`src/include/omx_pkg.sv`:
```
// Constants for the output mux select register bank
package omx_pkg;

  ////////////////////////////////////////////////////////////////////////////
  // Register port widths
  localparam int ADDR_W = 8;
  localparam int DATA_W = 8;

  ////////////////////////////////////////////////////////////////////////////
  // Register offsets
  localparam logic [7:0] RESERVED_CFG_A_OFS          = 8'h16;
  localparam logic [7:0] RESERVED_CFG_B_OFS          = 8'h17;
  localparam logic [7:0] RESERVED_CFG_C_OFS          = 8'h18;
  localparam logic [7:0] RESERVED_CFG_D_OFS          = 8'h19;
  localparam logic [7:0] RESERVED_CFG_E_OFS          = 8'h1A;
  localparam logic [7:0] RESERVED_CFG_F_OFS          = 8'h1B;
  localparam logic [7:0] PRIMARY_OUTPUT_SELECT_OFS   = 8'h1C;
  localparam logic [7:0] RESERVED_CFG_G_OFS          = 8'h1D;
  localparam logic [7:0] SECONDARY_OUTPUT_SELECT_OFS = 8'h1E;

  // Bank spans one contiguous block of offsets
  localparam logic [7:0] BANK_FIRST_OFS = RESERVED_CFG_A_OFS;
  localparam int         BANK_REGS      = 9;
  localparam int         IDX_W          = 4;
  localparam logic [3:0] PRI_IDX        = 4'h6;
  localparam logic [3:0] SEC_IDX        = 4'h8;

  ////////////////////////////////////////////////////////////////////////////
  // Reset values, indexed from the first offset
  localparam logic [7:0] BANK_RESET [BANK_REGS] = '{
    8'h25, 8'h25, 8'h40, 8'h00, 8'hA0, 8'h03, 8'h58, 8'h00, 8'h09
  };

  ////////////////////////////////////////////////////////////////////////////
  // Field positions
  localparam int PRI_CODE_LSB   = 5;
  localparam int DIV_PICK_BIT   = 4;
  localparam int COMB_CTRL_LSB  = 2;
  localparam int SEC_CODE_LSB   = 5;
  localparam int CODE_W         = 3;
  localparam int COMB_W         = 2;

  ////////////////////////////////////////////////////////////////////////////
  // Primary output codes
  localparam logic [2:0] PRI_MUTE    = 3'h0;
  localparam logic [2:0] PRI_CLK10M  = 3'h1;
  localparam logic [2:0] PRI_RAW     = 3'h2;
  localparam logic [2:0] PRI_RETIMED = 3'h4;

  // Secondary output codes
  localparam logic [2:0] SEC_RAW     = 3'h0;
  localparam logic [2:0] SEC_RETIMED = 3'h1;
  localparam logic [2:0] SEC_OSC     = 3'h2;
  localparam logic [2:0] SEC_DIVCLK  = 3'h5;
  localparam logic [2:0] SEC_MUTE    = 3'h7;

  // Divide pick: 0 is the 10 MHz clock, 1 the oscillator over 40
  localparam logic DIV_PICK_10M   = 1'h0;
  localparam logic DIV_PICK_DIV40 = 1'h1;

  // Combined output control codes
  localparam logic [1:0] COMB_MUTE_BOTH = 2'h0;
  localparam logic [1:0] COMB_CLK_OUT   = 2'h1;
  localparam logic [1:0] COMB_RETIMED   = 2'h2;
  localparam logic [1:0] COMB_RAW       = 2'h3;

  ////////////////////////////////////////////////////////////////////////////
  // Pin synchroniser
  localparam int SYNC_STAGES = 3;
  localparam int SYNC_BITS   = 4;
  localparam logic [3:0] SYNC_RESET = 4'h2;

endpackage : omx_pkg

```
`src/include/omx_sel_if.sv`:
```
// Carrier between the register bank and the automatic source selector
`timescale 1ns/1ps
interface omx_sel_if;
  logic [1:0] comb_code;
  logic       cdr_locked;
  logic       rate_above_3g;
  logic [2:0] pri_code;
  logic [2:0] sec_code;
  logic       sec_div_pick;

  modport auto_sel (
    input  comb_code,
    input  cdr_locked,
    input  rate_above_3g,
    output pri_code,
    output sec_code,
    output sec_div_pick
  );

  modport ctrl (
    output comb_code,
    output cdr_locked,
    output rate_above_3g,
    input  pri_code,
    input  sec_code,
    input  sec_div_pick
  );
endinterface : omx_sel_if

```
`src/rtl/omx_auto_select.sv`:
```
// Automatic source selection from the combined output control code
`timescale 1ns/1ps
module omx_auto_select (
  omx_sel_if.auto_sel sel
);

  ////////////////////////////////////////////////////////////////////////////
  // Decode of combined code, lock state and rate class
  always_comb begin
    sel.pri_code     = omx_pkg::PRI_MUTE;
    sel.sec_code     = omx_pkg::SEC_MUTE;
    sel.sec_div_pick = omx_pkg::DIV_PICK_10M;
    unique case (sel.comb_code)
      omx_pkg::COMB_MUTE_BOTH: begin
        sel.pri_code = omx_pkg::PRI_MUTE;
        sel.sec_code = omx_pkg::SEC_MUTE;
      end
      omx_pkg::COMB_CLK_OUT: begin
        if (sel.cdr_locked) begin
          sel.pri_code = omx_pkg::PRI_RETIMED;
          if (sel.rate_above_3g) begin
            sel.sec_code     = omx_pkg::SEC_DIVCLK;
            sel.sec_div_pick = omx_pkg::DIV_PICK_DIV40;
          end else begin
            sel.sec_code = omx_pkg::SEC_OSC;
          end
        end else begin
          sel.pri_code = omx_pkg::PRI_RAW;
          sel.sec_code = omx_pkg::SEC_MUTE;
        end
      end
      omx_pkg::COMB_RETIMED: begin
        if (sel.cdr_locked) begin
          sel.pri_code = omx_pkg::PRI_RETIMED;
          sel.sec_code = omx_pkg::SEC_RETIMED;
        end else begin
          sel.pri_code = omx_pkg::PRI_RAW;
          sel.sec_code = omx_pkg::SEC_RAW;
        end
      end
      omx_pkg::COMB_RAW: begin
        sel.pri_code = omx_pkg::PRI_RAW;
        sel.sec_code = omx_pkg::SEC_RAW;
      end
    endcase
  end

endmodule : omx_auto_select

```
`src/rtl/omx_top.sv`:
```
// Output mux select register bank and applied source selection
`timescale 1ns/1ps
// Operation
// - Primary field reads applied code when not overridden
// - Override enable takes primary source from field
// - Primary codes: mute, 10 MHz, raw, retimed
// - Combined field replaces pin when pin-override set
// - Combined 00 mutes both outputs
// - Combined 01: retimed plus clock, else raw/mute
// - Combined 10: retimed when locked, raw otherwise
// - Combined 11: raw data on both outputs
// - Secondary field reads applied code normally
// - Override takes secondary source from its field
module omx_top (
  input  wire logic       CLK,
  input  wire logic       SRST,
  input  wire logic [7:0] REG_ADDR,
  input  wire logic [7:0] REG_WDATA,
  input  wire logic       REG_WR,
  input  wire logic       REG_RD,
  output logic      [7:0] REG_RDATA,
  output logic            REG_RVALID,
  input  wire logic [1:0] OUT_CTRL_PIN,
  input  wire logic       CDR_LOCKED,
  input  wire logic       RATE_ABOVE_3G,
  input  wire logic       OVERRIDE_EN,
  input  wire logic       PIN_OVERRIDE_EN,
  output logic      [2:0] PRIMARY_SOURCE_CODE,
  output logic      [2:0] SECONDARY_SOURCE_CODE,
  output logic            SECONDARY_CLOCK_DIVIDE_PICK,
  output logic            PRIMARY_OUTPUT_MUTED,
  output logic            SECONDARY_OUTPUT_MUTED
);

  ////////////////////////////////////////////////////////////////////////////
  // Declarations
  logic [7:0]                      bank_q [omx_pkg::BANK_REGS];
  logic [omx_pkg::SYNC_BITS-1:0]   sync1_q;
  logic [omx_pkg::SYNC_BITS-1:0]   sync2_q;
  logic [omx_pkg::SYNC_BITS-1:0]   sync3_q;
  logic [omx_pkg::SYNC_BITS-1:0]   pins_q;
  logic [omx_pkg::SYNC_BITS-1:0]   pins_raw;
  logic [7:0]                      offset;
  logic [omx_pkg::IDX_W-1:0]       idx;
  logic                            in_bank;
  logic [1:0]                      comb_sel;
  logic [2:0]                      pri_d;
  logic [2:0]                      sec_d;
  logic                            pick_d;
  logic [7:0]                      rdata_d;
  logic [2:0]                      pri_q;
  logic [2:0]                      sec_q;
  logic                            pick_q;
  logic                            pri_mute_q;
  logic                            sec_mute_q;
  logic [7:0]                      rdata_q;
  logic                            rvalid_q;

  // Decoded fields and read views
  logic [omx_pkg::BANK_REGS-1:0]   wr_hit;
  logic [2:0]                      pri_field;
  logic [2:0]                      sec_field;
  logic                            pick_field;
  logic [1:0]                      comb_field;
  logic [2:0]                      pri_view;
  logic [2:0]                      sec_view;

  omx_sel_if sel ();

  ////////////////////////////////////////////////////////////////////////////
  // Address decode
  always_comb begin
    offset  = REG_ADDR - omx_pkg::BANK_FIRST_OFS;
    in_bank = (REG_ADDR >= omx_pkg::BANK_FIRST_OFS) &&
              (offset < 8'(omx_pkg::BANK_REGS));
    idx     = offset[omx_pkg::IDX_W-1:0];
  end

  ////////////////////////////////////////////////////////////////////////////
  // Write strobe per entry
  for (genvar h = 0; h < omx_pkg::BANK_REGS; h++) begin : g_wr_hit
    assign wr_hit[h] = REG_WR && in_bank &&
                       (idx == omx_pkg::IDX_W'(h));
  end

  ////////////////////////////////////////////////////////////////////////////
  // Register storage, one entry per offset
  for (genvar g = 0; g < omx_pkg::BANK_REGS; g++) begin : g_bank
    always_ff @(posedge CLK) begin
      if (SRST) begin
        bank_q[g] <= omx_pkg::BANK_RESET[g];
      end else if (wr_hit[g]) begin
        bank_q[g] <= REG_WDATA;
      end
    end
  end

  ////////////////////////////////////////////////////////////////////////////
  // Three-stage synchronisers for pin and lock inputs
  assign pins_raw = {RATE_ABOVE_3G, CDR_LOCKED, OUT_CTRL_PIN};

  for (genvar b = 0; b < omx_pkg::SYNC_BITS; b++) begin : g_sync
    // Stage one is the only reader of the raw pin
    always_ff @(posedge CLK) begin
      if (SRST) begin
        sync1_q[b] <= omx_pkg::SYNC_RESET[b];
      end else begin
        sync1_q[b] <= pins_raw[b];
      end
    end

    always_ff @(posedge CLK) begin
      if (SRST) begin
        sync2_q[b] <= omx_pkg::SYNC_RESET[b];
      end else begin
        sync2_q[b] <= sync1_q[b];
      end
    end

    always_ff @(posedge CLK) begin
      if (SRST) begin
        sync3_q[b] <= omx_pkg::SYNC_RESET[b];
      end else begin
        sync3_q[b] <= sync2_q[b];
      end
    end

    // Accept a change once stages two and three agree
    always_ff @(posedge CLK) begin
      if (SRST) begin
        pins_q[b] <= omx_pkg::SYNC_RESET[b];
      end else if (sync2_q[b] == sync3_q[b]) begin
        pins_q[b] <= sync3_q[b];
      end
    end
  end

  ////////////////////////////////////////////////////////////////////////////
  // Fields of the primary select register
  always_comb begin
    pri_field  = bank_q[omx_pkg::PRI_IDX]
                 [omx_pkg::PRI_CODE_LSB +: omx_pkg::CODE_W];
    pick_field = bank_q[omx_pkg::PRI_IDX][omx_pkg::DIV_PICK_BIT];
    comb_field = bank_q[omx_pkg::PRI_IDX]
                 [omx_pkg::COMB_CTRL_LSB +: omx_pkg::COMB_W];
  end

  ////////////////////////////////////////////////////////////////////////////
  // Field of the secondary select register
  always_comb begin
    sec_field = bank_q[omx_pkg::SEC_IDX]
                [omx_pkg::SEC_CODE_LSB +: omx_pkg::CODE_W];
  end

  ////////////////////////////////////////////////////////////////////////////
  // Combined control source: field or external pin
  always_comb begin
    if (PIN_OVERRIDE_EN) begin
      comb_sel = comb_field;
    end else begin
      comb_sel = pins_q[1:0];
    end
  end

  assign sel.comb_code     = comb_sel;
  assign sel.cdr_locked    = pins_q[2];
  assign sel.rate_above_3g = pins_q[3];

  omx_auto_select u_auto (
    .sel (sel.auto_sel)
  );

  ////////////////////////////////////////////////////////////////////////////
  // Applied selection: override fields or automatic decode
  always_comb begin
    if (OVERRIDE_EN) begin
      pri_d = pri_field;
    end else begin
      pri_d = sel.pri_code;
    end
  end

  always_comb begin
    if (OVERRIDE_EN) begin
      sec_d = sec_field;
    end else begin
      sec_d = sel.sec_code;
    end
  end

  always_comb begin
    if (OVERRIDE_EN) begin
      pick_d = pick_field;
    end else begin
      pick_d = sel.sec_div_pick;
    end
  end

  ////////////////////////////////////////////////////////////////////////////
  // Applied codes, registered toward the pins
  always_ff @(posedge CLK) begin
    if (SRST) begin
      pri_q <= omx_pkg::PRI_RAW;
    end else begin
      pri_q <= pri_d;
    end
  end

  always_ff @(posedge CLK) begin
    if (SRST) begin
      sec_q <= omx_pkg::SEC_RAW;
    end else begin
      sec_q <= sec_d;
    end
  end

  always_ff @(posedge CLK) begin
    if (SRST) begin
      pick_q <= omx_pkg::DIV_PICK_10M;
    end else begin
      pick_q <= pick_d;
    end
  end

  ////////////////////////////////////////////////////////////////////////////
  // Mute flags follow the applied codes
  always_ff @(posedge CLK) begin
    if (SRST) begin
      pri_mute_q <= 1'h0;
    end else begin
      pri_mute_q <= (pri_d == omx_pkg::PRI_MUTE);
    end
  end

  always_ff @(posedge CLK) begin
    if (SRST) begin
      sec_mute_q <= 1'h0;
    end else begin
      sec_mute_q <= (sec_d == omx_pkg::SEC_MUTE);
    end
  end

  ////////////////////////////////////////////////////////////////////////////
  // Code seen in each select field on a read
  always_comb begin
    if (OVERRIDE_EN) begin
      pri_view = pri_field;
    end else begin
      pri_view = pri_q;
    end
  end

  always_comb begin
    if (OVERRIDE_EN) begin
      sec_view = sec_field;
    end else begin
      sec_view = sec_q;
    end
  end

  ////////////////////////////////////////////////////////////////////////////
  // Read data; select fields return applied codes when not overridden
  always_comb begin
    rdata_d = 8'h00;
    if (in_bank) begin
      rdata_d = bank_q[idx];
      if (idx == omx_pkg::PRI_IDX) begin
        rdata_d[omx_pkg::PRI_CODE_LSB +: omx_pkg::CODE_W] = pri_view;
      end
      if (idx == omx_pkg::SEC_IDX) begin
        rdata_d[omx_pkg::SEC_CODE_LSB +: omx_pkg::CODE_W] = sec_view;
      end
    end
  end

  always_ff @(posedge CLK) begin
    if (SRST) begin
      rvalid_q <= 1'h0;
    end else begin
      rvalid_q <= REG_RD;
    end
  end

  always_ff @(posedge CLK) begin
    if (SRST) begin
      rdata_q <= 8'h00;
    end else if (REG_RD) begin
      rdata_q <= rdata_d;
    end
  end

  ////////////////////////////////////////////////////////////////////////////
  // Outputs
  assign REG_RDATA                   = rdata_q;
  assign REG_RVALID                  = rvalid_q;
  assign PRIMARY_SOURCE_CODE         = pri_q;
  assign SECONDARY_SOURCE_CODE       = sec_q;
  assign SECONDARY_CLOCK_DIVIDE_PICK = pick_q;
  assign PRIMARY_OUTPUT_MUTED        = pri_mute_q;
  assign SECONDARY_OUTPUT_MUTED      = sec_mute_q;

endmodule : omx_top

```
`config.mk`:
```
export PLATFORM = sky130hd
export DESIGN_NAME = omx_top
export DESIGN_NICKNAME = d
export VERILOG_FILES = /design/src/include/omx_pkg.sv /design/src/include/omx_sel_if.sv /design/src/rtl/omx_auto_select.sv /design/src/rtl/omx_top.sv
export SDC_FILE = /design/constraint.sdc
export NUM_CORES = 1
export LEC_CHECK = 0
export BUFFER_PORTS_ARGS = -buffer_cell sky130_fd_sc_hd__buf_2
export CORE_AREA = 2 2 106 82
export DETAILED_ROUTE_END_ITERATION = 8
export DIE_AREA = 0 0 108 84
export PLACE_DENSITY = 0.79
export REMOVE_ABC_BUFFERS = 1
export SLEW_MARGIN = 5
export SYNTH_ARGS = -nofsm -noshare
export SYNTH_HDL_FRONTEND = slang
export SYNTH_SLANG_ARGS = --single-unit
```
`constraint.sdc`:
```
create_clock -name CLK -period 8.8 [get_ports CLK]
set_input_delay 0.88 -clock CLK [delete_from_list [all_inputs] [get_ports CLK]]
set_output_delay 0.88 -clock CLK [all_outputs]
set_load 0.02 [all_outputs]
```
==> Word level (Yosys, flattened, before mapping) <==
Memory sizes are Yosys's and may differ from the RTL's.
Index checks and enable logic that the tools add are counted.
{ "word_totals": {"regBits": 34, "mem_bits_rw": 72, "input_bits": 26, "output_inout_bits": 18, "word_cells": 123, "mem_count": 1} }
{ "op_classes": {"addsub": 1, "n_lt_le_gt_ge": 2, "eq_ne": 16, "muxes": 56, "bitwise": 9, "reduce_logical": 15} }
{ "mem_list": {"columns": ["memory", "words", "word_bits", "read_ports", "rd_clocked_by_memory_dff", "wr", "line_no", "rtl"], "rows": [
  ["bank_q", 9, 8, 3, 0, 9, "omx_top.sv:37", "logic [7:0] bank_q [omx_pkg::BANK_REGS];"]
]} }
{ "op_table": {"columns": ["operator", "n"], "rows": [
  ["$mux W8", 10],
  ["$mux W1", 34],
  ["$mux W3", 9],
  ["$eq A4 B3 Y1 const B", 4],
  ["$pmux W3 S4", 1],
  ["$logic_and A1 B1 Y1", 11],
  ["$or A1 B1 Y1", 9],
  ["$pmux W3 S3", 1],
  ["$eq A4 B2 Y1 const B", 2],
  ["$ge A8 B5 Y1 const B", 1],
  ["$lt A8 B4 Y1 const B", 1],
  ["$sub A8 B5 Y8 const B", 1],
  ["$eq A1 B1 Y1", 4],
  ["$eq A2 B2 Y1 const B", 2],
  ["$eq A4 B1 Y1 const B", 1],
  ["$eq A4 B4 Y1 const B", 1],
  ["$logic_not A4 Y1", 1],
  ["$eq A3 B3 Y1 const B", 1],
  ["$logic_not A3 Y1", 1],
  ["$eq A2 B1 Y1 const B", 1],
  ["$logic_not A2 Y1", 1],
  ["$mux W2", 1],
  ["$reduce_or A2 Y1", 1]
]} }

==> Logic depth before layout (Yosys ltp) <==
{ "logic_depth": {"word_depth": 9, "mapped_depth": 7, "ltp_nobuf": 7} }

==> Hierarchy <==
From an unflattened synthesis, not the netlist that was laid out.
{ "hier_totals": {"hier_cells": 401, "hier_area_um2": 4773.3} }
{ "modules_own_cells": {"columns": ["mod", "n_inst", "cells_each", "area_each_um2", "seq_area_each_um2"], "rows": [
  ["omx_top", 1, 382, 4626.9, 2842.7],
  ["omx_auto_select", 1, 19, 146.4, 0.0]
]} }

==> Worst setup path before layout <==
No wires, ideal clock.
{ "synth_timing": {"path_kind": "input port to flip-flop", "from": "in REG_ADDR[1]", "to": "mem bank_q[6][0] (enable)", "setup_time_ns": 0.375, "t_arrival_ns": 3.099, "required_time_ns": 8.425, "slack_ns": 5.327, "path_stages": 7, "n_path_buf": 1, "path_cell_list": "ha_1 or3b_1 a221o_1 a221oi_4 buf_2 nand4_1 o21bai_1"} }
{ "synth_rtl": {"columns": ["item", "line_no", "rtl"], "rows": [
  ["from (decl)", "omx_top.sv:17", "input wire logic [7:0] REG_ADDR,"],
  ["to (decl)", "omx_top.sv:37", null]
]} }

==> qor.yml <==
sta:
  fin_crit_ps: 4687
  finalHoldViolations: 0
  tns_ps: 0
  drv_slew: 0
  setup_viol: 0
  fin_skew_ps: 11.76
  tightest_slew_ps: 1057
  rsz0062_at_grt: "false"
  fin_crit_sh_pct: 53.26
  relSlewSlack_pct: 29.27
  timing.fmax_ghz: 0.2134
logic_synthesis:
  yosysUniqueCellTypes: 44
  avgSynthCellArea_um2: 11.87
  ys_seq_area_share_pct: 60.65
  synth-edff-count: 72
  netlist.area_leader.share_pct: 46.13
  ys.flop_type: "edfxtp_1"
  synth_top_cells_by_area: "edfxtp_1 46%, dfxtp_1 15%, mux4_2 7.2%"
  ys_async_sr_fraction_pct: 0
  ys_warn_count: 0
  synth_cells: 395
  yosys.area.top_type: "edfxtp_1"
  ys_ff_latch: 106
  synthTopCellsByCount: "72 x edfxtp_1, 70 x nor2_1, 34 x dfxtp_1, 25 x nand2_1"
  synthesis.area_um2: 4687
  yosysMostFrequentCell: "edfxtp_1"
cts:
  cts_tree: "done"
  cts_root_buf: "clkbuf_8"
  cts.sinks: 106
  cts_buffer_depth: 2
  htree_levels: 3
  cts_setup_buffers: 0
  cts_hold_buf: 0
  insertion_delay_ps: 380
  cts.repair.resized: 0
  clkTransAtPathRegs_ps: 100
  cts_made_buffers: 9
drt:
  first_pass_iters: 5
  drc: 0
  wl_per_cell_um: 20.46
  vias: 3374
  ant_nets: 0
  drt_iter0_drc: 565
  wl_um: 11110
  viasPerCell: 6.214
die:
  die-area_um2: 9072
  start_util_pct: 57.41
  rows: 29
  fp.dieH_um: 84
  fp.dieW_um: 108
  coreArea_um2: 8164
  ios: 44
power_and_ir_drop:
  ir_worst_vdd_v: 0.00009934
  pwr-share-comb_pct: 10.3
  net-switching-power_uw: 254.7
  power_per_cell_area_nw_per_um2: 185.3
  p_leak_nw: 1.750
  p_seq_share_pct: 58.9
  p_sw_share_pct: 26.62
  clkPwrFrac_pct: 30.8
  p_int_uw: 702.2
flow_run:
  max-cap-violations: 0
place:
  port-buffer-count: 43
  placed_area_um2: 4964
  hpwl_um: 8092
  place_congestion: 0.9668
  dp_cells: 527
grt:
  grt_pass1_wl_um: 17080
  grt_remaining_overflow: 0
  grt_pass1_vias: 3134
  track_usage_pct: 25.73
  grt_max_degree: 44
  antenna_found_initial: 0
cells_and_area:
  area_growth_pct: 10.17
  multi_input_area_um2: 1703
  num_antenna_cells: 0
  fin_util_pct: 63.25
  drive_gt1_share_pct: 19.31
  layout.area.seq_um2: 2843
  fin_area_um2: 5164
  instances_no_fill: 543
  nets: 461
  fill_cells: 620
critical_path:
  worstSetupEndpointType: "flop"
  crit_type: "input port to flop"
  cp_max_fo: 33
  max_stage_delay_ps: 810
  crit_chain: "buf_2 > ha_1 > or3b_1 > a221o_1 > a221oi_4 > nand4_1 > o21bai_1"
  crit_required_ps: 8810
  arrival_ps: 4690
  slowest_stage: "a221oi_4"
  startpoint_type: "input port"
status:
  outcome: "finished, final reports clean"
worst_hold_path:
  holdCritPathClass: "flop to flop"
==> path summary, 6_finish.rpt <==
path | start | slack, ps | to | cells after the start
worst max-delay path | REG_ADDR[1] | 4110 | bank_q[5][4] | 7
worst min-delay path | sync1_q[1] | 420 | sync2_q[1] | 1
worst max register to register | bank_q[6][3] | 6950 | SECONDARY_OUTPUT_MUTED | 6
worst min register to register | sync1_q[1] | 420 | sync2_q[1] | 1
==> stage by stage <==
step	setup slack, ps	hold WS (ps)	total power, mW
2_1_floorplan	5020	389.5	0.6277
3_3_place_gp	4028	394.7	0.6671
3_5_place_dp	3798	399.7	0.6704
4_1_cts	4165	426.5	0.9582
5_1_grt	3929	442.1	0.9863
6_report	4113	418.5	0.9569
==> layout make-up <==
cell class / instances / share of cell area, %
clock buffer: 9 / 2.399
clock inverter: 7 / 1.478
inverter: 18 / 1.308
multi-input combinational: 252 / 32.98
sequential: 106 / 55.05
tap: 108 / 2.617
timing repair buffer: 43 / 4.168
==> power groups by stage <==
stage                     registers [mW]  clock network (mW)  logic (mW)
final                              0.564               0.295      0.0987
after global routing               0.565               0.316       0.106
after CTS                          0.563               0.299      0.0962
after detailed placement           0.575                   0      0.0959
after global placement             0.573                   0      0.0938
after floorplan                    0.573                   0      0.0552
==> flip-flops by register name, summed over array words and instances (netlist names) <==
name	flops
SECONDARY_SOURCE_CODE	3
sel.cdr_locked	1
REG_RVALID	1
sync3_q	4
PRIMARY_SOURCE_CODE	3
REG_RDATA	8
SECONDARY_CLOCK_DIVIDE_PICK	1
pins_q	2
SECONDARY_OUTPUT_MUTED	1
PRIMARY_OUTPUT_MUTED	1
sync2_q	4
sel.rate_above_3g	1
bank_q	72
sync1_q	4
==> metal layers <==
layer | vias up | track usage [%] | routed length [um]
li1 | 1513 | - | -
met1 | 1594 | 36.70 | 4439
met2 | 229 | 39.79 | 5042
met3 | 38 | 5.543 | 1330
met4 | 0 | 7.925 | 298
met5 | - | 0 | 0
==> critical path: cells and delay by family <==
kind	cells	cell delay [ps]
AO/OA/AOI/OAI	3	1890
buffers and inverters	1	520
adder cells (fa/ha/maj)	1	490
AND/OR/NAND/NOR	2	890
==> placed cells by master, fill, tap and decap left out, types with 7 or more instances in the layout <==
cell	instances
edfxtp_1	72
nor2_1	70
buf_2	43
dfxtp_1	34
nand2_1	25
nand3_1	18
a21oi_1	18
inv_1	17
mux4_2	15
nor2b_1	13
o21bai_1	10
clkbuf_8	9
o21ai_0	7
o32ai_1	7
==> kinds of logic (layout without fill, tap and decap cells) <==
group / after synthesis / count (layout) / synth area share (%)
AOI/OAI and AO/OA: 62 / 62 / 9.504
xor gates and xnor gates: 2 / 2 / 0.3738
adders and majority gates: 5 / 5 / 1.335
buffers and inverters: 37 / 77 / 3.016
DFF: 106 / 106 / 60.65
muxes: 23 / 23 / 8.969
and+or+nand+nor: 160 / 160 / 16.15
No activity file was read; power rests on OpenSTA's default activity.
